--- src/design/sasf_map.svh ---
// Purpose: constants for the serial command and result framing of the converter
// Assumes: 250 MHz system clock samples the serial pins
// Notes: all counts are in serial clock edges unless named otherwise
//
// Contract
// - a transaction starts only with select low; select high ignores clock and data
// - if select low at power-up, wait for select high then low first
// - first rising edge with select low and data high is the start bit
// - leading low bits before the start bit are ignored
// - bit after start picks mode: 1 single-ended, 0 pseudo-differential
// - next three bits pick channel 0..7 in single-ended mode
// - differential: bits 2,1 pick pair, bit 0 swaps positive and negative
// - four-input variant ignores channel bit 2
// - sampling starts on the edge capturing channel bit 0
// - sampling lasts 1.5 clocks, ends on falling edge of fifth clock
// - one more clock finishes sampling; data input ignored from then on
// - low null bit driven on falling edge after the sampling clock
// - next 12 clocks shift the result out msb first
// - serial output changes only on falling serial clock edges
// - further clocks repeat the result lsb first, sharing the lsb
// - after the lsb-first copy, zeros are driven while select stays low
// - select high ends any conversion, returns to idle, enters standby
// - code is 4096*vin/vref clamped; differential at or below negative gives 000h
// - serial output stays high impedance before the null bit
`ifndef SASF_MAP_SVH
`define SASF_MAP_SVH
`define SASF_RES_BITS 12
`define SASF_CODE_MAX 12'hfff
`define SASF_CODE_MIN 12'h000
`define SASF_LSB_LAST 4'hb
`define SASF_FIFO_DEPTH 4
`define SASF_HOLD_TIME_US 1200
`define SASF_HOLD_CYCLES (`SASF_HOLD_TIME_US * 250)
`endif

--- src/design/sasf_pkg.sv ---
// Purpose: types for the serial framing block
// Assumes: nothing
// Notes: constants live in sasf_map.svh
`default_nettype none
package sasf_pkg;
    typedef enum logic [3:0] {
        SASF_WAIT_HIGH, SASF_IDLE, SASF_MODE, SASF_CH2, SASF_CH1, SASF_CH0,
        SASF_SAMPLE, SASF_NULL, SASF_MSB, SASF_LSB, SASF_ZERO
    } sasf_state_type;
    typedef struct packed {
        logic singleEnded;
        logic [2:0] chanSel;
    } sasf_cmd_type;
endpackage
`default_nettype wire

--- src/design/sasf_link_if.sv ---
// Purpose: carries sampled serial pin events between the edge finder and the framer
// Assumes: one system clock
// Notes: pulses last one system cycle
`timescale 1ns/10ps
`default_nettype none
interface sasf_link_if;
    logic selHigh;
    logic selRise;
    logic sclkRise;
    logic sclkFall;
    logic dataIn;
    modport src (output selHigh, output selRise, output sclkRise, output sclkFall,
        output dataIn);
    modport dst (input selHigh, input selRise, input sclkRise, input sclkFall,
        input dataIn);
endinterface
`default_nettype wire

--- src/design/sasf_frame.sv ---
// Purpose: serial command decode and result framing of a 12-bit converter
// Assumes: converter core hands results back through resultData/resultValid
// Notes: serial clock is sampled by clk; the serial output changes only on its falling edges and when select high clears it
`timescale 1ns/10ps
`default_nettype none
`include "sasf_map.svh"
module sasf_frame
    import sasf_pkg::*;
(
    input wire logic clk,
    input wire logic sys_rst,
    input wire logic selectAndStandbyN,
    input wire logic serialClk,
    input wire logic serialIn,
    input wire logic eightInput,
    output logic serialOut,
    output logic serialOutEn,
    output logic standby,
    output logic sampleHold,
    output logic sampleStart,
    output logic [2:0] positiveInput,
    output logic [2:0] negativeInput,
    output logic pseudoDiff,
    input wire logic [11:0] resultData,
    input wire logic resultValid,
    output logic resultReady,
    output logic frameBusy
);
    sasf_link_if link();
    sasf_state_type state_reg, state_next;
    sasf_cmd_type cmd_reg, cmd_next;
    logic armed_reg, armed_next;
    logic [3:0] bitIdx_reg, bitIdx_next;
    logic [11:0] word_reg, word_next;
    logic out_reg, out_next;
    logic oen_reg, oen_next;
    logic hold_reg, hold_next;
    logic start_reg, start_next;
    logic [2:0] pos_reg, pos_next, neg_reg, neg_next;
    logic diff_reg, diff_next;
    logic fifoValid, fifoReady;
    logic [11:0] fifoData;

    sasf_pin_sync sync (
        .clk(clk),
        .sys_rst(sys_rst),
        .selPinN(selectAndStandbyN),
        .sclkPin(serialClk),
        .dataPin(serialIn),
        .link(link)
    );

    // results queue here so a slow drain holds the core off via resultReady
    sasf_fifo #(.WIDTH(`SASF_RES_BITS), .DEPTH(`SASF_FIFO_DEPTH)) resq (
        .clk(clk),
        .sys_rst(sys_rst),
        .inData(resultData),
        .inValid(resultValid),
        .inReady(resultReady),
        .outData(fifoData),
        .outValid(fifoValid),
        .outReady(fifoReady)
    );

    // the null-bit edge pops one result; a core that never answers yields zero
    assign fifoReady = (state_reg == SASF_SAMPLE) && (bitIdx_reg == 4'h1) && link.sclkFall
        && !link.selHigh;

    // framing state machine
    always_comb
    begin
        state_next = state_reg;
        cmd_next = cmd_reg;
        armed_next = armed_reg;
        bitIdx_next = bitIdx_reg;
        word_next = word_reg;
        out_next = out_reg;
        oen_next = oen_reg;
        hold_next = hold_reg;
        start_next = 1'b0;
        pos_next = pos_reg;
        neg_next = neg_reg;
        diff_next = diff_reg;
        if (link.selHigh)
        begin
            // select high aborts everything and releases the output
            state_next = SASF_IDLE;
            armed_next = armed_reg | link.selRise; // armed by a seen rise
            oen_next = 1'b0;
            out_next = 1'b0;
            hold_next = 1'b0;
        end
        else if (!armed_reg)
        begin
            // low since reset: stay put until select has been seen high
            state_next = SASF_WAIT_HIGH;
        end
        else
        begin
            unique case (state_reg)
                SASF_WAIT_HIGH:
                begin
                    // only reached once armed; falls through to idle
                    state_next = SASF_IDLE;
                end
                SASF_IDLE:
                begin
                    // leading zeros never look like a start bit
                    if (link.sclkRise && link.dataIn)
                    begin
                        state_next = SASF_MODE;
                    end
                end
                SASF_MODE:
                begin
                    if (link.sclkRise)
                    begin
                        cmd_next.singleEnded = link.dataIn;
                        state_next = SASF_CH2;
                    end
                end
                SASF_CH2:
                begin
                    if (link.sclkRise)
                    begin
                        cmd_next.chanSel[2] = link.dataIn;
                        state_next = SASF_CH1;
                    end
                end
                SASF_CH1:
                begin
                    if (link.sclkRise)
                    begin
                        cmd_next.chanSel[1] = link.dataIn;
                        state_next = SASF_CH0;
                    end
                end
                SASF_CH0:
                begin
                    if (link.sclkRise)
                    begin
                        cmd_next.chanSel[0] = link.dataIn;
                        // the window opens on the edge that takes the last channel bit
                        bitIdx_next = 4'h0;
                        hold_next = 1'b1;
                        start_next = 1'b1;
                        state_next = SASF_SAMPLE;
                    end
                end
                SASF_SAMPLE:
                begin
                    // the fall of the channel bit 0 clock would cut the window to half
                    // a clock, so wait for the sample clock's rise and end on its fall
                    // serial input is no longer looked at from here on
                    if (link.sclkRise)
                    begin
                        bitIdx_next = 4'h1;
                    end
                    if (link.sclkFall && (bitIdx_reg == 4'h1))
                    begin
                        hold_next = 1'b0;
                        oen_next = 1'b1;
                        out_next = 1'b0;
                        word_next = fifoValid ? fifoData : `SASF_CODE_MIN;
                        bitIdx_next = 4'h0;
                        state_next = SASF_NULL;
                    end
                end
                SASF_NULL:
                begin
                    // first msb-first bit follows the null bit
                    if (link.sclkFall)
                    begin
                        out_next = word_reg[11];
                        bitIdx_next = 4'h1;
                        state_next = SASF_MSB;
                    end
                end
                SASF_MSB:
                begin
                    if (link.sclkFall)
                    begin
                        if (bitIdx_reg == `SASF_LSB_LAST + 4'h1)
                        begin
                            // lsb already out; shared, so next goes bit 1
                            out_next = word_reg[1];
                            bitIdx_next = 4'h2;
                            state_next = SASF_LSB;
                        end
                        else
                        begin
                            out_next = word_reg[4'd11 - bitIdx_reg];
                            bitIdx_next = bitIdx_reg + 4'h1;
                        end
                    end
                end
                SASF_LSB:
                begin
                    // lsb-first copy reuses bit 0 already sent
                    if (link.sclkFall)
                    begin
                        if (bitIdx_reg == `SASF_LSB_LAST + 4'h1)
                        begin
                            out_next = 1'b0;
                            state_next = SASF_ZERO;
                        end
                        else
                        begin
                            out_next = word_reg[bitIdx_reg];
                            bitIdx_next = bitIdx_reg + 4'h1;
                        end
                    end
                end
                SASF_ZERO:
                begin
                    // zeros until select goes high; the output stays driven
                    out_next = 1'b0;
                end
            endcase
        end
        // mux steering follows the decoded command
        // the four-input part drops the top channel bit in both modes
        if (cmd_next.singleEnded)
        begin
            diff_next = 1'b0;
            pos_next = {cmd_next.chanSel[2] & eightInput, cmd_next.chanSel[1:0]};
            neg_next = 3'h0;
        end
        else
        begin
            diff_next = 1'b1;
            pos_next = {cmd_next.chanSel[2] & eightInput, cmd_next.chanSel[1],
                cmd_next.chanSel[0]};
            neg_next = {cmd_next.chanSel[2] & eightInput, cmd_next.chanSel[1],
                ~cmd_next.chanSel[0]};
        end
    end

    // state registers; reset leaves select unseen so a low-held select waits
    always_ff @(posedge clk)
    begin
        if (sys_rst)
        begin
            state_reg <= SASF_WAIT_HIGH;
            cmd_reg <= '0;
            armed_reg <= 1'b0;
            bitIdx_reg <= 4'h0;
            word_reg <= 12'h000;
            out_reg <= 1'b0;
            oen_reg <= 1'b0;
            hold_reg <= 1'b0;
            start_reg <= 1'b0;
            pos_reg <= 3'h0;
            neg_reg <= 3'h0;
            diff_reg <= 1'b0;
        end
        else
        begin
            state_reg <= state_next;
            cmd_reg <= cmd_next;
            armed_reg <= armed_next;
            bitIdx_reg <= bitIdx_next;
            word_reg <= word_next;
            out_reg <= out_next;
            oen_reg <= oen_next;
            hold_reg <= hold_next;
            start_reg <= start_next;
            pos_reg <= pos_next;
            neg_reg <= neg_next;
            diff_reg <= diff_next;
        end
    end

    // standby and busy are registered copies of the state
    // taken from the next state so they line up with the output enable
    logic stby_reg, busy_reg;
    always_ff @(posedge clk)
    begin
        if (sys_rst)
        begin
            stby_reg <= 1'b1;
            busy_reg <= 1'b0;
        end
        else
        begin
            stby_reg <= (state_next == SASF_IDLE) || (state_next == SASF_WAIT_HIGH);
            busy_reg <= (state_next != SASF_IDLE) && (state_next != SASF_WAIT_HIGH);
        end
    end

    assign serialOut = out_reg;
    assign serialOutEn = oen_reg;
    assign standby = stby_reg;
    assign sampleHold = hold_reg;
    assign sampleStart = start_reg;
    assign positiveInput = pos_reg;
    assign negativeInput = neg_reg;
    assign pseudoDiff = diff_reg;
    assign frameBusy = busy_reg;
endmodule
`default_nettype wire

--- src/design/sasf_pin_sync.sv ---
// Purpose: three-stage pin synchroniser with edge pulses
// Assumes: pins are asynchronous to clk
// Notes: a change counts once stages two and three agree
`timescale 1ns/10ps
`default_nettype none
module sasf_pin_sync
(
    input wire logic clk,
    input wire logic sys_rst,
    input wire logic selPinN,
    input wire logic sclkPin,
    input wire logic dataPin,
    sasf_link_if.src link
);
    logic [2:0] selSh_reg, selSh_next;
    logic [2:0] clkSh_reg, clkSh_next;
    logic [2:0] datSh_reg, datSh_next;
    logic selSt_reg, selSt_next;
    logic clkSt_reg, clkSt_next;
    logic datSt_reg, datSt_next;
    logic selRise_reg, selRise_next;
    logic rise_reg, rise_next;
    logic fall_reg, fall_next;

    // settled level only moves when the later two stages agree
    always_comb
    begin
        selSh_next = {selSh_reg[1:0], selPinN};
        clkSh_next = {clkSh_reg[1:0], sclkPin};
        datSh_next = {datSh_reg[1:0], dataPin};
        selSt_next = (selSh_reg[1] == selSh_reg[2]) ? selSh_reg[2] : selSt_reg;
        clkSt_next = (clkSh_reg[1] == clkSh_reg[2]) ? clkSh_reg[2] : clkSt_reg;
        datSt_next = (datSh_reg[1] == datSh_reg[2]) ? datSh_reg[2] : datSt_reg;
        selRise_next = selSt_next & ~selSt_reg;
        rise_next = clkSt_next & ~clkSt_reg;
        fall_next = ~clkSt_next & clkSt_reg;
    end

    // select resets unseen (low) so a select held low since power-up cannot start a frame
    always_ff @(posedge clk)
    begin
        if (sys_rst)
        begin
            selSh_reg <= 3'h0;
            clkSh_reg <= 3'h0;
            datSh_reg <= 3'h0;
            selSt_reg <= 1'h0;
            clkSt_reg <= 1'h0;
            datSt_reg <= 1'h0;
            selRise_reg <= 1'h0;
            rise_reg <= 1'h0;
            fall_reg <= 1'h0;
        end
        else
        begin
            selSh_reg <= selSh_next;
            clkSh_reg <= clkSh_next;
            datSh_reg <= datSh_next;
            selSt_reg <= selSt_next;
            clkSt_reg <= clkSt_next;
            datSt_reg <= datSt_next;
            selRise_reg <= selRise_next;
            rise_reg <= rise_next;
            fall_reg <= fall_next;
        end
    end

    assign link.selHigh = selSt_reg;
    assign link.selRise = selRise_reg;
    assign link.sclkRise = rise_reg;
    assign link.sclkFall = fall_reg;
    assign link.dataIn = datSt_reg;
endmodule
`default_nettype wire

--- src/design/sasf_fifo.sv ---
// Purpose: small result FIFO between the converter core and the framer
// Assumes: single clock
// Notes: full and empty are exact; no write when full
`timescale 1ns/10ps
`default_nettype none
module sasf_fifo
#(
    parameter int WIDTH = 12,
    parameter int DEPTH = 4
)
(
    input wire logic clk,
    input wire logic sys_rst,
    input wire logic [WIDTH-1:0] inData,
    input wire logic inValid,
    output logic inReady,
    output logic [WIDTH-1:0] outData,
    output logic outValid,
    input wire logic outReady
);
    localparam int AW = $clog2(DEPTH);
    logic [WIDTH-1:0] mem [DEPTH];
    logic [AW-1:0] wp_reg, wp_next, rp_reg, rp_next;
    logic [AW:0] cnt_reg, cnt_next;
    logic doWr, doRd;
    logic rdy_reg, rdy_next;

    // pointers and fill count
    always_comb
    begin
        doWr = inValid && inReady;
        doRd = outValid && outReady;
        wp_next = doWr ? AW'(wp_reg + 1'b1) : wp_reg;
        rp_next = doRd ? AW'(rp_reg + 1'b1) : rp_reg;
        cnt_next = AW'(0) + cnt_reg + (AW+1)'(doWr) - (AW+1)'(doRd);
        rdy_next = (cnt_next != (AW+1)'(DEPTH));
    end

    always_ff @(posedge clk)
    begin
        if (sys_rst)
        begin
            wp_reg <= '0;
            rp_reg <= '0;
            cnt_reg <= '0;
            rdy_reg <= 1'b1;
        end
        else
        begin
            wp_reg <= wp_next;
            rp_reg <= rp_next;
            cnt_reg <= cnt_next;
            rdy_reg <= rdy_next;
        end
    end

    // storage has no reset; contents are only read when counted valid
    always_ff @(posedge clk)
    begin
        if (doWr)
        begin
            mem[wp_reg] <= inData;
        end
    end

    // ready is registered so it leaves the block straight from a flop
    assign inReady = rdy_reg;
    assign outValid = (cnt_reg != '0);
    assign outData = mem[rp_reg];
endmodule
`default_nettype wire

--- config.mk ---
export PLATFORM = sky130hd
export DESIGN_NAME = sasf_frame
export DESIGN_NICKNAME = d
export VERILOG_FILES = /design/src/design/sasf_pkg.sv /design/src/design/sasf_link_if.sv /design/src/design/sasf_frame.sv /design/src/design/sasf_pin_sync.sv /design/src/design/sasf_fifo.sv
export VERILOG_INCLUDE_DIRS = /design/src /design/src/design
export SDC_FILE = /design/constraint.sdc
export NUM_CORES = 1
export LEC_CHECK = 0
export BUFFER_PORTS_ARGS = -buffer_cell sky130_fd_sc_hd__buf_2
export CAP_MARGIN = 0
export CORE_ASPECT_RATIO = 0.7
export CORE_UTILIZATION = 35
export DETAILED_ROUTE_END_ITERATION = 10
export GPL_TIMING_DRIVEN = 0
export PLACE_DENSITY_LB_ADDON = 0.12
export SYNTH_ARGS = -nofsm -noshare
export SYNTH_HDL_FRONTEND = slang
export SYNTH_HIERARCHICAL = 1
export SYNTH_SLANG_ARGS = --single-unit
--- constraint.sdc ---
create_clock -name clk -period 3.17 [get_ports clk]
set_input_delay 0.4755 -clock clk [delete_from_list [all_inputs] [get_ports clk]]
set_output_delay 0.4755 -clock clk [all_outputs]
set_load 0.02 [all_outputs]
==> impl_metrics.csv <==
group,metric,value,unit
logic_synthesis,synth_flop_cell,"dfxtp_1",
timing,setup_violations,0,
timing,max_slew_margin,0.5309,
layout,synthToLayoutAreaGrowth,14.38,%
timing,fmax,337.1,MHz
cts,cts_tree,"built",
routing,drt_first_pass_iters,4,
cts,htreeDepth,3,
floorplanning,start_util,0.3633,
cts,clock_latency,0.35,ns
worst_setup_path,cp.required,3.39,ns
placed_design,placed_cells,614,
layout,fin_cells,630,
logic_synthesis,netlist_area,4837,sq um
logic_synthesis,yosysMostFrequentCell,"dfxtp_1",
min_path,hold_path.class,"in -> reg",
worst_setup_path,critical_path_class,"reg -> reg",
worst_setup_path,worst_path_most_repeated_cell,"ha_1",
routing,wl_per_cell,15.23,microns
run,max-cap-violations,0,
layout,largest_reg_flops,48,
cts,numCtsBuffers,9,
cts,clock-sinks,109,
global_route,grt_pass1_vias,3018,
logic_synthesis,yosysUniqueCellTypes,67,
timing,setup_tns,0,ns
logic_synthesis,synthesis.nets,429,
layout,finalInstanceArea,5533,sq um
layout,seq_area,2665,sq um
logic_synthesis,ys_async_sr_fraction,0,
power_and_ir_drop,worst_ir_drop_vdd,0.0002718,V
global_route,grt_pass1_wl,15.98,mm
worst_setup_path,path_cells,"buf_6 -> inv_1 -> ha_1 -> and3_2 -> nand3_1 -> nor2_1 -> o31a_2 -> ha_1 -> inv_1 -> ha_1 -> fa_1 -> or4_1",
floorplanning,fp.coreArea,13310,sq um
timing,hold_viol_final,0,
placed_design,dpl-instance-area,5224,sq um
logic_synthesis,ys_top_cells_by_area,"edfxtp_1, dfxtp_1, mux4_2",
global_route,grt_antenna_before_repair,0,
timing,period_needed,2.966,ns
routing,drtIter0Drc,162,
floorplanning,io_pins,33,
global_route,grt_util_all_layers,0.1480,
routing,routed_wirelength,9.594,mm
logic_synthesis,netlist.area_leader.share,0.2980,
cts,clk_root_buffer_cell,"clkbuf_16",
floorplanning,die_w,142.5,microns
layout,final_util,0.4156,
logic_synthesis,postSynthCellCount,398,
cts,clk_pin_slew_worst_paths,0.08,ns
logic_synthesis,ys_ff_latch,109,
floorplanning,die_h,100.4,microns
placed_design,gp_congestion,0.7936,
logic_synthesis,synth_top_area_cell,"edfxtp_1",
layout,final_nets,471,
routing,ant_nets,0,
worst_setup_path,endpoint_kind,"flop",
floorplanning,dieArea,14300,sq um
worst_setup_path,cp.buffers_inverters,3,
routing,num_vias,3177,
logic_synthesis,synth_seq_area_share,0.5504,
timing,drv_slew,0,
layout,final_layout_size_suffix_gt1_frac,0.2315,
layout,fillers,1294,
worst_setup_path,cp.arrival,3.18,ns
cts,cts.hold.buffers_added,0,
timing,tightest_slew,0.7037,ns
logic_synthesis,yosysWarnings,6,
worst_setup_path,max_stage_delay,0.53,ns
power_and_ir_drop,p_leak,1.899,nW
global_route,grt-ovfl-total,0,
global_route,grt_max_degree,19,
timing,final.period_utilization,0.9357,
layout,multiInputGateArea,1977,sq um
worst_setup_path,crit_slowest_cell,"or4_1",
timing,clock_skew,0.007984,ns
layout,n_antenna_cell,0,
power_and_ir_drop,power_density,515.4,nW/um^2
placed_design,dp_hpwl,6.852,mm
timing,grt_setup_unrepaired,"false",
cts,max-clock-path-buffers,2,
routing,drc_errors,0,
outcome,status,"finished clean",
logic_synthesis,avgSynthCellArea,12.15,sq um
worst_setup_path,start_kind,"flop",
worst_setup_path,critPathMaxFanout,10,
logic_synthesis,synth_edf_count,48,
routing,viasPerCell,5.043,
logic_synthesis,synth_common_cells,"dfxtp_1, edfxtp_1, a21oi_1, nand2_1, nand3_1",
floorplanning,core.rowCount,35,
placed_design,portBuffers,31,
worst_setup_path,critPathTopFamily,"adder cells",
power breakdown:
group          leakage [nW]  internal, mW  switching, mW  total, mW
Sequential            0.936          1.53         0.0259       1.55
Combinational         0.827        0.0706         0.0986      0.169
Clock                 0.136         0.619          0.511       1.13
per-layer routing:
layer | GRT usage | wire, microns | share of wire | vias to the layer above
li1 | - | - | - | 1555
met1 | 0.2258 | 5054 | 0.53 | 1556
met2 | 0.2048 | 3934 | 0.41 | 53
met3 | 0.03197 | 465 | 0.048 | 13
met4 | 0.04880 | 140 | 0.015 | 0
met5 | 0 | 0 | 0 | -
cell usage in the layout, fill, tap and decap left out, types with 3 or more instances in the layout:
master | synthesis | layout
clkbuf_1 | 11 | 12
clkbuf_16 | 0 | 9
and2b_1 | 3 | 3
inv_1 | 9 | 9
a31oi_1 | 3 | 3
dfxtp_1 | 61 | 59
nor2_1 | 20 | 20
mux2i_1 | 6 | 6
a21oi_1 | 29 | 29
nand2b_1 | 6 | 6
buf_2 | 6 | 36
o31ai_1 | 3 | 3
mux2_2 | 5 | 5
buf_4 | 4 | 4
and2_1 | 4 | 4
o21ai_0 | 8 | 8
nor3_1 | 9 | 9
nand2_1 | 25 | 25
edfxtp_1 | 48 | 48
and3_1 | 9 | 8
nand3_1 | 21 | 21
nor2b_1 | 16 | 16
mux4_2 | 17 | 17
clkinvlp_4 | 0 | 3
buf_6 | 5 | 6
and3b_1 | 3 | 3
nand4_1 | 7 | 7
ha_1 | 11 | 11
cell families (layout without fill, tap and decap cells):
group / after synthesis / count (layout) / share of synthesized area
AND/OR/NAND/NOR: 140 / 140 / 0.1663
multiplexers: 28 / 28 / 0.1032
XOR/XNOR: 2 / 2 / 0.006725
buffers and inverters: 37 / 84 / 0.04113
flip-flops: 109 / 109 / 0.5504
AO/OA/AOI/OAI: 70 / 70 / 0.09959
adder cells (fa/ha/maj): 12 / 12 / 0.03259
worst reg2reg max path, delay by kind of cell (launching register included):
kind,cells,cell delay [ns]
compound gates,1,0.18
simple gates,4,0.91
flops,1,0.36
fa+ha+maj,4,1.12
buf+inv,3,0.28
layout make-up:
cell class,instances,share of cell area
repair buffers,31,0.02804
flip-flops and latches,109,0.4817
clock buffers,10,0.04138
plain buffers,28,0.03098
well taps,185,0.04184
inverters,9,0.006106
clock inverters,6,0.01266
multi-input cells,252,0.3573
what timing repair did:
| action | 4_1_cts | 5_1_grt |
|---|---|---|
| resized for setup | 0 | 6 |
| setup buffers | 0 | 0 |
| endpoints found under the setup margin | 0 | 1 |
worst paths after layout:
| kind | from | to | slack (ns) | depth (start not counted) |
|---|---|---|---|---|
| max reg2reg | bitIdx_reg[1] | resq/inReady | 0.20 | 12 |
| max | bitIdx_reg[1] | resq/inReady | 0.20 | 12 |
| min reg2reg | sync/datSh_reg[0] | sync/datSh_reg[1] | 0.44 | 1 |
| min | serialIn | sync/datSh_reg[0] | 0.34 | 2 |
metrics by stage:
step	setup slack (ns)	hold WS (ns)	total power, mW
2_1_floorplan	0.4128	0.4138	1.690
3_3_place_gp	0.1327	0.4233	1.752
3_5_place_dp	0.1039	0.4247	1.757
4_1_cts	0.07004	0.3287	2.893
5_1_grt	0.02562	0.3308	2.977
6_report	0.2039	0.3424	2.852
Note: power is estimated with default switching activity, not from simulation.
